[src/design/lda_pkg.sv]
// Package with address constants and carrier types for the LED driver address decoder
package lda_pkg;
   localparam logic [6:0] BROADCAST_ADDR_RESET = 7'h70;
   localparam logic [6:0] SUBGROUP_ONE_RESET = 7'h71;
   localparam logic [6:0] SUBGROUP_TWO_RESET = 7'h72;
   localparam logic [6:0] SUBGROUP_THREE_RESET = 7'h74;
   localparam logic [6:0] BUS_RESET_CALL_ADDR = 7'h03;
   localparam logic [4:0] FIXED_ADDR_UPPER = 5'h18;
   localparam logic [6:0] FIXED_ADDR_EIGHT_PIN = 7'h62;
   localparam logic [3:0] BIT_COUNT_LAST = 4'h8;

   typedef struct packed {
      logic [6:0] broadcast_group_addr;
      logic [6:0] subgroup_addr_one;
      logic [6:0] subgroup_addr_two;
      logic [6:0] subgroup_addr_three;
      logic broadcast_enable;
      logic [2:0] subgroup_enable;
   } lda_addr_cfg_type;

   typedef struct packed {
      logic matched;
      logic read;
      logic regular;
      logic broadcast;
      logic [2:0] subgroup;
      logic bus_reset_call;
   } lda_match_type;
endpackage

[src/design/lda_address_decode.sv]
// Slave address recognition for the LED driver serial bus interface
// Contract
// - Ten-pin part takes address from two straps; eight-pin part uses one fixed address.
// - Address byte bit 0 set means read, clear means write.
// - Broadcast address enabled at reset, default 1110 000, rewritable, volatile.
// - Sub-group addresses default 1110 001, 1110 010, 1110 100, rewritable.
// - Sub-group addresses disabled at reset and not acknowledged until enabled.
// - Reset call 0000 0110 acknowledged only with write direction.
// - Reserved values as own address are matched like any other.
// - Accepted reset call returns all settings to power-on defaults.
`timescale 1ns/1ps
module lda_address_decode
(
   input wire logic clock,
   input wire logic rst_n,
   input wire logic ten_pin_variant,
   input wire logic addr_strap_0,
   input wire logic addr_strap_1,
   input wire logic scl_in,
   input wire logic sda_in,
   output logic sda_out,
   output logic sda_oe_n,
   input wire lda_pkg::lda_addr_cfg_type cfg_write_data,
   input wire logic cfg_write,
   output lda_pkg::lda_addr_cfg_type cfg_current,
   output lda_pkg::lda_match_type match_result,
   output logic match_valid,
   output logic bus_reset_pulse
);
   typedef enum logic [1:0] {LDA_IDLE = 2'b00, LDA_ADDR = 2'b01, LDA_ACK = 2'b11, LDA_DATA = 2'b10} lda_state_type;

   // Two-flop synchronisers on every pin input
   logic [4:0] sync_a;
   logic [4:0] sync_b;
   logic [4:0] next_sync_a;
   logic scl;
   logic sda;
   logic scl_prev;
   logic sda_prev;
   logic strap_0;
   logic strap_1;
   logic variant;

   always_comb
   begin
      next_sync_a = {ten_pin_variant, addr_strap_1, addr_strap_0, sda_in, scl_in};
   end

   always_ff @(posedge clock or negedge rst_n)
   begin
      if (!rst_n)
      begin
         sync_a <= 5'h1F;
         sync_b <= 5'h1F;
         scl_prev <= 1'b1;
         sda_prev <= 1'b1;
      end
      else
      begin
         sync_a <= next_sync_a;
         sync_b <= sync_a;
         scl_prev <= sync_b[0];
         sda_prev <= sync_b[1];
      end
   end

   assign scl = sync_b[0];
   assign sda = sync_b[1];
   assign strap_0 = sync_b[2];
   assign strap_1 = sync_b[3];
   assign variant = sync_b[4];

   logic scl_rise;
   logic scl_fall;
   logic start_seen;
   logic stop_seen;
   assign scl_rise = scl & ~scl_prev;
   assign scl_fall = ~scl & scl_prev;
   assign start_seen = scl & scl_prev & sda_prev & ~sda;
   assign stop_seen = scl & scl_prev & ~sda_prev & sda;

   function automatic lda_pkg::lda_match_type decode_addr(input logic [7:0] addr_byte,
      input logic [6:0] own_addr, input lda_pkg::lda_addr_cfg_type cfg);
      lda_pkg::lda_match_type m;
      m = '0;
      m.read = addr_byte[0];
      // Reserved values get no filtering on the own address
      m.regular = (addr_byte[7:1] == own_addr);
      m.broadcast = cfg.broadcast_enable && (addr_byte[7:1] == cfg.broadcast_group_addr);
      m.subgroup[0] = cfg.subgroup_enable[0] && (addr_byte[7:1] == cfg.subgroup_addr_one);
      m.subgroup[1] = cfg.subgroup_enable[1] && (addr_byte[7:1] == cfg.subgroup_addr_two);
      m.subgroup[2] = cfg.subgroup_enable[2] && (addr_byte[7:1] == cfg.subgroup_addr_three);
      m.bus_reset_call = (addr_byte[7:1] == lda_pkg::BUS_RESET_CALL_ADDR) && !addr_byte[0];
      m.matched = m.regular | m.broadcast | (|m.subgroup) | m.bus_reset_call;
      return m;
   endfunction

   // Own address: straps fill the two low bits on the ten-pin part
   logic [6:0] own_addr;
   assign own_addr = variant ? {lda_pkg::FIXED_ADDR_UPPER, strap_1, strap_0}
                             : lda_pkg::FIXED_ADDR_EIGHT_PIN;

   lda_pkg::lda_addr_cfg_type cfg;
   lda_pkg::lda_addr_cfg_type next_cfg;
   lda_state_type state;
   lda_state_type next_state;
   logic [3:0] bit_count;
   logic [3:0] next_bit_count;
   logic [7:0] shift;
   logic [7:0] next_shift;
   logic ack_drive;
   logic next_ack_drive;
   lda_pkg::lda_match_type result;
   lda_pkg::lda_match_type next_result;
   logic valid;
   logic next_valid;
   logic reset_pending;
   logic next_reset_pending;
   logic reset_pulse;
   logic next_reset_pulse;
   lda_pkg::lda_match_type found;

   localparam lda_pkg::lda_addr_cfg_type CFG_DEFAULT = '{
      broadcast_group_addr: lda_pkg::BROADCAST_ADDR_RESET,
      subgroup_addr_one: lda_pkg::SUBGROUP_ONE_RESET,
      subgroup_addr_two: lda_pkg::SUBGROUP_TWO_RESET,
      subgroup_addr_three: lda_pkg::SUBGROUP_THREE_RESET,
      broadcast_enable: 1'b1,
      subgroup_enable: 3'h0};

   always_comb
   begin
      found = decode_addr(shift, own_addr, cfg);
      next_state = state;
      next_bit_count = bit_count;
      next_shift = shift;
      next_ack_drive = ack_drive;
      next_result = result;
      next_valid = 1'b0;
      next_reset_pending = reset_pending;
      next_reset_pulse = 1'b0;
      next_cfg = cfg_write ? cfg_write_data : cfg;
      if (reset_pending && stop_seen)
      begin
         // Reset call takes effect at STOP, like power-on reset
         next_cfg = CFG_DEFAULT;
         next_reset_pending = 1'b0;
         next_reset_pulse = 1'b1;
      end
      if (start_seen)
      begin
         // First byte after any START is the address byte
         next_state = LDA_ADDR;
         next_bit_count = 4'h0;
         next_ack_drive = 1'b0;
         next_reset_pending = 1'b0;
      end
      else if (stop_seen)
      begin
         next_state = LDA_IDLE;
         next_ack_drive = 1'b0;
      end
      else
      begin
         unique case (state)
            LDA_IDLE:
            begin
            end
            LDA_ADDR:
            begin
               if (scl_rise)
               begin
                  next_shift = {shift[6:0], sda};
                  next_bit_count = bit_count + 4'h1;
               end
               else if (scl_fall && bit_count == lda_pkg::BIT_COUNT_LAST)
               begin
                  next_result = found;
                  next_valid = 1'b1;
                  next_ack_drive = found.matched;
                  next_reset_pending = found.bus_reset_call;
                  next_state = LDA_ACK;
               end
            end
            LDA_ACK:
            begin
               // Release after the ninth clock falls
               if (scl_fall)
               begin
                  next_ack_drive = 1'b0;
                  next_state = result.matched ? LDA_DATA : LDA_IDLE;
               end
            end
            LDA_DATA:
            begin
            end
         endcase
      end
   end

   always_ff @(posedge clock or negedge rst_n)
   begin
      if (!rst_n)
      begin
         cfg <= CFG_DEFAULT;
         state <= LDA_IDLE;
         bit_count <= 4'h0;
         shift <= 8'h00;
         ack_drive <= 1'b0;
         result <= '0;
         valid <= 1'b0;
         reset_pending <= 1'b0;
         reset_pulse <= 1'b0;
      end
      else
      begin
         cfg <= next_cfg;
         state <= next_state;
         bit_count <= next_bit_count;
         shift <= next_shift;
         ack_drive <= next_ack_drive;
         result <= next_result;
         valid <= next_valid;
         reset_pending <= next_reset_pending;
         reset_pulse <= next_reset_pulse;
      end
   end

   // Open-drain: only ever pull low, enable low while driving
   assign sda_out = 1'b0;
   assign sda_oe_n = ~ack_drive;
   assign cfg_current = cfg;
   assign match_result = result;
   assign match_valid = valid;
   assign bus_reset_pulse = reset_pulse;
endmodule // lda_address_decode

[config.mk]
export PLATFORM = sky130hd
export DESIGN_NAME = lda_address_decode
export DESIGN_NICKNAME = d
export VERILOG_FILES = /design/src/design/lda_pkg.sv /design/src/design/lda_address_decode.sv
export SDC_FILE = /design/constraint.sdc
export NUM_CORES = 1
export LEC_CHECK = 0
export BUFFER_PORTS_ARGS = -buffer_cell sky130_fd_sc_hd__buf_4
export CAP_MARGIN = 5
export CORE_MARGIN = 2
export CORE_UTILIZATION = 45
export DETAILED_ROUTE_END_ITERATION = 12
export PLACE_DENSITY = 0.67
export SYNTH_ARGS = -nofsm -noshare
export SYNTH_HDL_FRONTEND = slang
export SYNTH_SLANG_ARGS = --single-unit
[constraint.sdc]
create_clock -name clock -period 1.7 [get_ports clock]
set_input_delay 0.085 -clock clock [delete_from_list [all_inputs] [get_ports clock]]
set_output_delay 0.085 -clock clock [all_outputs]
set_load 0.02 [all_outputs]
Word level (Yosys, flattened, before mapping)
Index checks and enable logic that the tools add are counted.
- flip-flop bits (word level): 70
- input bits: 40
- output and inout port bits: 44
- logic and storage cells: 104
- $add $sub $neg: 1
- equality and inequality tests: 13
- muxes and demuxes: 32
- bitwise gates (word level): 18
- reductions and logical operators: 17
- operators with widths (operator ; count):
    two-way mux 32 bit ; 2
    == test 7 bit ; 5
    two-way mux 1 bit ; 17
    two-way mux 4 bit ; 4
    two-way mux 2 bit ; 7
    inequality test 4 bit, second input constant ; 3
    inverter 1 bit ; 8
    AND reduction 4 bit ; 2
    bitwise AND 1 bit ; 7
    == test 7 x 2 -> 1 bit, second input constant ; 1
    logical AND 1 bit ; 7
    nonzero test 2 bit ; 3
    AND reduction 5 bit ; 1
    adder 4 x 1 -> 4 bit, second input constant ; 1
    == test 4 bit, second input constant ; 1
    case mux 2 bit (2 select lines) ; 1
    nonzero test 4 bit ; 1
    bitwise OR 1 bit ; 3
    AND reduction 3 bit ; 1
    OR reduction 3 bit ; 1
    == test 2 x 1 -> 1 bit, second input constant ; 1
    == test 2 bit, second input constant ; 1
    inequality test 2 bit, second input constant ; 1
    case mux 1 bit (2 select lines) ; 1
    zero test 1 bit ; 1

Longest topological paths before layout
Gate-level depths: netlist of the first run.
- depth in word-level cells: 10
- gate-level depth with buffers: 7
- mapped depth without buffers: 7

Least setup slack after synthesis of the first run
Ideal clock, no wire load.
- kind: register to register
- start point: register scl_prev
- end point: register result (netlist bit match_result[4])
- library setup time: 0.125 ns
- arrival: 1.449 ns
- data required time: 1.575 ns
- slack: 0.126 ns
- cell stages (with the launch flop): 7
- path buffers: 2
- clock period less this slack: 1.574 ns
- path through: dfstp_2 buf_2 inv_1 nor2_2 nand4_2 buf_2 mux2_2
- cells in the longest elaborated chain, start to end: 5
- elaborated cells on any way between the ends: 13
- those cells by class: bitwise (11); reduce/logical (2)
- RTL lines (what ; line ; source):
    start, declared ; lda_address_decode.sv:38 ; logic scl_prev;
    start signal, assigned ; lda_address_decode.sv:62 ; scl_prev <= sync_b[0];
    bitwise AND 1 bit ; lda_address_decode.sv:79, lda_address_decode.sv:80 ;
    bitwise AND 1 bit (on tied branches) (2 in a row) ; lda_address_decode.sv:80, lda_address_decode.sv:79 ;
    inverter 1 bit (no line) ; - ;
    AND reduction 5 bit (no line) (*) ; - ;
    end signal, assigned ; lda_address_decode.sv:222 ; result <= next_result;
    end, declared ; lda_address_decode.sv:113 ; lda_pkg::lda_match_type result;
Every way passes the cells marked *; elsewhere a longest branch is shown, timed or not.
A chain may end at the register's enable or synchronous reset.

Final worst setup path of the first run
- start point: register shift[2]
- end point: register ack_drive
- cells in the longest elaborated chain, start to end: 10
- elaborated cells on any way between the ends: 20
- those cells by class: eq/ne (6); mux (5); bitwise (3); reduce/logical (6)
- RTL lines (what ; line ; source):
    start, declared ; lda_address_decode.sv:109 ; logic [7:0] shift;
    start signal, assigned ; lda_address_decode.sv:220 ; shift <= next_shift;
    == test 7 bit (on tied branches) ; - ;
    logical AND 1 bit (on tied branches) ; - ;
    OR reduction 3 bit or bitwise OR 1 bit (tied branches) ; lda_address_decode.sv:94 ; m.matched = m.regular | m.broadcast | (|m.subgroup) | m.bus_reset_call;
    bitwise OR 1 bit ; lda_address_decode.sv:94 ;
    bitwise OR 1 bit (*) ; lda_address_decode.sv:94 ;
    two-way mux 1 bit (*) ; lda_address_decode.sv:176 ; else if (scl_fall && bit_count == lda_pkg::BIT_COUNT_LAST)
    two-way mux 1 bit (*) ; lda_address_decode.sv:171 ; if (scl_rise)
    case mux 1 bit (2 select lines) (*) ; lda_address_decode.sv:165 ; unique case (state)
    two-way mux 1 bit (*) ; lda_address_decode.sv:158 ; else if (stop_seen)
    two-way mux 1 bit (*) ; lda_address_decode.sv:150 ; if (start_seen)
    end signal, assigned ; lda_address_decode.sv:221 ; ack_drive <= next_ack_drive;
    end, declared ; lda_address_decode.sv:111 ; logic ack_drive;
Every way passes the cells marked *; elsewhere a longest branch is shown, timed or not. The select of a mux whose other input is x is not followed.

==> impl_results.md, run 1 <==
* Hold WC Path Type: in2async
* Most common cell in the netlist: dfrtp_1
* Die Y-Extent at between 80 and 90 µm
* Worst-skew pair later-pin latency at 0.33 ns
* Largest net degree at the start of global routing at 37
* H-tree levels at 3
* DR vias/cell at ~4.8
* Met2 Wirelength at between 3000 and 4000 µm
* Final Skew at 0.00353 ns
* DR WL/cell at 15.0 µm
* Leak pwr at ~2.1 nW
* Synth top cells by count: dfrtp_1 (42), mux2i_1 (33), xnor2_1 (29)
* Placed insts at between 400 and 500
* PwrDens at between 1000 and 1500 mW/mm²
* CP Launch Type: register
* FF+latch count, synth at 70
* Worst slew pin tran at 0.539 ns
* RSZ-0062 raised after global routing: yes
* Die width at between 80 and 90 µm
* Initial DRT Pass Iterations at 4
* Via count at roughly 2.4k
* Overflow after GRT at 0
* Fin nets at 432
* Synth cell types at 38
* CTS sink cnt at 70
* VDD IR max at between 0.5 and 0.6 mV
* Tmin final at between 1.5 and 2 ns
* Top cell type's share of synthesized area at about 33%
* Status: finished clean
* Number of I/O pins at between 80 and 90
* Final wirelength at roughly 7400 µm
* Post-synthesis cell count at ~270
* Data required, critical path at ~1.9 ns
* TritonCTS buffer count at 9
* Vias in the first global route at approximately 2.4k
* Row cnt at 30
* CP endpoint kind: register
* R2r setup slk at approximately 0.06 ns
* Max_cap viols at 0
* Fill cells at roughly 540
* WL met1 at between 3000 and 4000 µm
* Top cells by area, synth: dfrtp_1 (33%), dfstp_2 (23%), mux2i_1 (10%)
* Die area at between 0.007 and 0.008 mm²
* Initial drt markers at 84
* Share of cells above drive strength 1 at 40.3%
* CTS tree: done
* Critical path type: reg2reg
* Worst flop-to-flop path endpoint: ack_drive$_DFFE_PN0P_
* Design area at approximately 0.0045 mm²
* Ys Warns at 0
* Most used DFF post-synth: dfrtp_1
* DP Area at approximately 0.0039 mm²
* Slew HR at around 64%
* Critical path peak fanout at 10
* Register clock-pin slew on the reported worst setup and hold paths at about 0.070 ns
* Multi-input gate area at roughly 0.0013 mm²
* Worst Setup SP: shift[2]$_DFFE_PN0P_
* WP data arrival at between 1.5 and 2 ns
* RePlAce Congestion at ~0.8
* Reg-to-reg startpoint: shift[2]$_DFFE_PN0P_
* Register area share after synthesis at between 50% and 60%
* Max Freq at ~610 MHz
* Global-route wire length before repair at 11900 µm
* Routed wire length on met3 at approximately 370 µm
* Post-route setup TNS at 0 ns
* Clk root buf: clkbuf_8
* Slew Limit Fails at 0
* Syn Area/Cell at approximately 12 µm²
* Antenna Cells at 0
* Period utilization at between 90 and 100%
* Highest routed layer: met4
* Initial core utilization at between 40% and 50%
* Non-Filler Instances at ~490
* Final WS setup at 0.0607 ns
* Global Route Usage Sum at between 20% and 30%
* R2r worst-path depth at 6
* Port bufs at 82
* EDFF count, synth at 0
* Hold Slack at between 0.2 and 0.25 ns
* Register area at about 0.0018 mm²
* Core ar. at around 0.007 mm²
* Drc violations at 0
* FFs w/ async S/R, synth at 100%
* Syn_nets at about 300
* Initial antenna violation count at 0
* Final setup violation count at 0
* DP Worst Slack at between 0.008 and 0.009 ns
* Largest area contributor in the netlist: dfrtp_1
* DPL Wire Length at 4990 µm
* Clk buf depth at 2
* Area Overhead vs Synth at 42.2%
* Routed Antenna Nets at 0
* Post-Syn Area at 0.00319 mm²
* Hold Violations, Final at 0
-- through the flow --
stage / utilization [%] / total power [mW]
after floorplan: - / 3.15
after global placement: 57.0 / 3.44
after detailed placement: 57.0 / 3.46
after CTS: 65.8 / 5.02
after global routing: 66.4 / 5.33
final: 66.4 / 5.05
-- kinds of logic (layout without fill, tap and decap cells) --
group / after synthesis / in the layout / share of synthesized area (%)
fa+ha+maj: 2 / 2 / 0.784
simple gates: 69 / 69 / 10.6
other cells: 1 / 1 / 0.118
xor+xnor: 31 / 31 / 8.51
flops: 70 / 70 / 56.0
buf+inv: 27 / 156 / 4.71
mux: 44 / 44 / 14.2
compound gates: 22 / 22 / 5.02
-- layer usage --
metal | track usage, % | vias to the layer above
li1 | - | 1152
met1 | 28.9 | 1134
met2 | 29.6 | 73
met3 | 4.90 | 11
met4 | 8.13 | 0
met5 | 0 | -
-- layout by cell type (no fill, tap or decap), types with 2 or more instances in the layout --
cell type,n
o21ai_0,7
mux2i_1,33
a21o_1,2
nor2_2,5
mux2_2,11
ha_1,2
clkbuf_8,10
dfrtp_1,39
bufinv_16,2
nor2b_1,3
nor2_1,18
xor2_1,2
buf_4,90
dfstp_2,28
clkbuf_1,3
a31oi_1,2
nand3_1,3
dfrtp_2,3
inv_1,8
nand4_1,11
buf_12,2
xnor2_1,29
nand2_1,23
a22o_1,3
dlygate4sd3_1,38
-- where the power goes --
group / total [mW] / internal, mW / switching [mW]
registers: 2.30 / 1.93 / 0.375
clock network: 1.47 / 0.869 / 0.600
logic: 1.28 / 0.732 / 0.543
-- flip-flops by register name, indices dropped and copies added (netlist names), 2 cells and up --
signal and cells:
cfg_current 32, match_result 8, shift 8, sync_a 5
sync_b 5, bit_count 4, state 2
-- timing repair --
item / CTS / global route
hold endpoints to repair: 51 / 0
resized for setup: 2 / 7
setup buffers: 0 / 3
pin swaps: 0 / 1
hold buffers: 38 / 0
setup endpoints to repair: 1 / 9
-- worst max-delay path, stage by stage, from the launching register on --
cell	delay [ns]
dfrtp_2	0.50
xnor2_1	0.16
a31o_1	0.22
a32o_1	0.20
nand4_1	0.12
a31oi_2	0.11
a41o_1	0.22
-- layout make-up --
cell class | count | area share [%]
Clock inverter | 3 | 1.49
Inverter | 9 | 0.744
Sequential cell | 70 | 39.5
Multi-Input combinational cell | 169 | 28.1
Clock buffer | 13 | 3.28
Tap cell | 96 | 2.65
Timing Repair Buffer | 131 | 24.3
-- worst max path at each step --
stage / to / slack [ns]
6_report: ack_drive$_DFFE_PN0P_ / 0.06
5_1_grt: ack_drive$_DFFE_PN0P_ / -0.04
4_1_cts: ack_drive$_DFFE_PN0P_ / 0.05
3_5_place_dp: ack_drive$_DFFE_PN0P_ / 0.009
3_3_place_gp: ack_drive$_DFFE_PN0P_ / 0.08
2_1_floorplan: match_result[4]$_DFFE_PN0P_ / 0.13
(Power assumes the default switching activity.)
==> run 2: changes to the inputs <==
--- a/config.mk
+++ b/config.mk
@@ -5,12 +5,13 @@
 export SDC_FILE = /design/constraint.sdc
 export NUM_CORES = 1
 export LEC_CHECK = 0
+export ABC_AREA = 1
 export BUFFER_PORTS_ARGS = -buffer_cell sky130_fd_sc_hd__buf_4
 export CAP_MARGIN = 5
 export CORE_MARGIN = 2
 export CORE_UTILIZATION = 45
 export DETAILED_ROUTE_END_ITERATION = 12
-export PLACE_DENSITY = 0.67
+export PLACE_DENSITY = 0.66
 export SYNTH_ARGS = -nofsm -noshare
 export SYNTH_HDL_FRONTEND = slang
 export SYNTH_SLANG_ARGS = --single-unit
==> impl_results.md, run 2 <==
* Initial DRT Pass Iterations at 5
* H-tree levels at 3
* Data required, critical path at 1.98 ns
* Antenna Cells at 0
* Post-route setup TNS at 0 ns
* Vias in the first global route at between 3k and 4k
* Final WS setup at just over 0.1 ns
* Fill cells at between 600 and 700
* Post-synthesis cell count at 425
* Status: finished clean
* Worst-skew pair later-pin latency at approximately 0.34 ns
* Slew Limit Fails at 0
* Comb pwr share at between 20% and 30%
* Area Overhead vs Synth at 39.2%
* TritonCTS buffer count at 9
* VDD IR max at ~0.54 mV
* DR WL/cell at roughly 13 µm
* Die width at between 90 and 100 µm
* Number of I/O pins at 84
* FFs w/ async S/R, synth at 100%
* R2r worst-path depth at 6
* Fin nets at 594
* Commonest non-fill, non-tap cell in the layout: nand2_1
* CP endpoint kind: register
* Leak pwr at 2.44 nW
* Final wirelength at roughly 8600 µm
* Top cell type's share of synthesized area at between 30% and 40%
* Sequential Power Share at 43.6%
* Initial core utilization at 46.5%
* Largest net degree at the start of global routing at 33
* RePlAce Congestion at 0.853
* FF+latch count, synth at 70
* CP Launch Type: register
* Critical path type: reg2reg
* Row cnt at 31
* DPL Wire Length at 6140 µm
* Largest area contributor in the netlist: dfrtp_1
* Ys Warns at 0
* CTS tree: done
* Top cells by area, synth: dfrtp_1 (31%), dfstp_2 (22%), nand2_1 (14%)
* Post-Route Utilization at roughly 65%
* DR vias/cell at about 4.7
* Port bufs at 82
* Global-route wire length before repair at between 10000 and 15000 µm
* Final setup violation count at 0
* Most frequent cells in the layout: nand2_1 (127), buf_4 (93), inv_1 (65), nor2_1 (43), dfrtp_1 (42)
* Register clock-pin slew on the reported worst setup and hold paths at roughly 0.080 ns
* Initial antenna violation count at 0
* Max Freq at 627 MHz
* Global Route Usage Sum at roughly 22%
* Core ar. at between 0.007 and 0.008 mm²
* RSZ-0062 raised after global routing: no
* Overflow after GRT at 0
* Worst hold stages at 3
* Via count at 3084
* Largest register FFs at 32
* Sw Share at between 30% and 40%
* Routed Antenna Nets at 0
* Clk buf depth at 2
* Syn Area/Cell at slightly below 8 µm²
* Clock network power share at a little over a quarter
* CTS sink cnt at 70
* Final Skew at 0.00744 ns
* Period utilization at between 90% and 100%
* Most used DFF post-synth: dfrtp_1
* WP data arrival at between 1.5 and 2 ns
* DP Worst Slack at between 0.07 and 0.08 ns
* P_sw at approximately 1.7 mW
* Share of cells above drive strength 1 at between 20% and 30%
* Synth cell types at 30
* Die area at 0.00820 mm²
* Initial drt markers at approximately 120
* Clk root buf: clkbuf_8
* Synth top cells by count: nand2_1 (127), inv_1 (66), nor2_1 (44)
* Drc violations at 0
* PwrDens at 1050 mW/mm²
* Register area share after synthesis at around 53%
* Internal power at roughly 3.2 mW
* Post-Syn Area at between 0.003 and 0.004 mm²
* Syn_nets at 467
* Die Y-Extent at ~91 µm
* Hold Violations, Final at 0
* Most common cell in the netlist: nand2_1
* Tmin final at approximately 1.6 ns
* Critical path peak fanout at 4
* Hold WC Path Type: in2reg
* Max_cap viols at 0
* EDFF count, synth at 0
-- run 2: cell count changes after synthesis, sizes merged, moves of 13 or more --
cell / delta
a31oi: +13
nor2: +31
a21oi: +19
inv: +60
o21ai: +24
nand2: +107
xnor2: -29
mux2i: -33
-- run 2: metrics by stage --
step / hold slack [ns] / instances / area, µm² / total power [mW]
after floorplan: -0.211 / 425 / 3370 / 3.04
after global placement: 0.0206 / 603 / 4120 / 3.53
after detailed placement: 0.0245 / 603 / 4120 / 3.56
after CTS: 0.0244 / 656 / 4680 / 4.93
after global routing: 0.0892 / 656 / 4690 / 5.25
final: 0.0210 / 656 / 4690 / 4.92
-- run 2: what timing repair did --
item,CTS,global route
endpoints found under the hold margin,82,0
setup endpoints to repair,0,12
resized for setup,0,3
hold buffers,37,0
setup buffers,0,0
-- run 2: layout make-up --
class / count / area (µm²) / share of cell area, %
clock buffers: 10 / 128 / 2.72
flip-flops and latches: 70 / 1790 / 38.1
inverters: 69 / 259 / 5.52
well taps: 99 / 124 / 2.64
clock inverters: 6 / 62.6 / 1.33
multi-input cells: 271 / 1240 / 26.5
repair buffers: 131 / 1090 / 23.2
-- run 2: path summary, 6_finish.rpt --
check	end	from	slack, ns
setup / recovery	ack_drive$_DFFE_PN0P_	sda_prev$_DFF_PN1_	0.10
hold / removal	cfg_current[3]$_DFFE_PN1P_	cfg_write_data[3]	0.02
setup reg to reg	ack_drive$_DFFE_PN0P_	sda_prev$_DFF_PN1_	0.10
hold reg to reg	sync_b[1]$_DFF_PN1_	sync_a[1]$_DFF_PN1_	0.35
max in group asynchronous	cfg_current[16]$_DFFE_PN1P_	rst_n	0.89
min in group asynchronous	cfg_current[11]$_DFFE_PN0P_	rst_n	0.19
-- run 2: worst max-delay path, stage by stage (launching register included) --
cell	delay (ns)
dfstp_2	0.56
nor3_4	0.06
buf_4	0.14
nor2_2	0.18
o211ai_1	0.20
or2_2	0.32
nand2_1	0.07
-- run 2: kinds of logic after synthesis --
logic type	after synthesis	synth area share (%)
other	1	0.111
buffers and inverters	84	10.4
XOR/XNOR	1	0.260
adder cells (fa/ha/maj)	2	0.742
flip-flops	70	53.0
AND/OR/NAND/NOR	199	24.6
AO/OA/AOI/OAI	68	10.8
-- run 2: routing by layer --
layer,track usage (%),up-vias,part of all wire (%)
li1,-,1566,-
met1,29.2,1413,43
met2,36.9,92,50
met3,3.92,13,5.1
met4,7.95,0,1.7
met5,0,-,0
-- run 2: power groups by stage --
| stage | clock network [mW] | registers [mW] | logic (mW) |
|---|---|---|---|
| after floorplan | 0 | 2.18 | 0.858 |
| after global routing | 1.39 | 2.19 | 1.67 |
| after global placement | 0 | 2.16 | 1.37 |
| after CTS | 1.32 | 2.14 | 1.47 |
| final | 1.30 | 2.15 | 1.47 |
| after detailed placement | 0 | 2.17 | 1.39 |
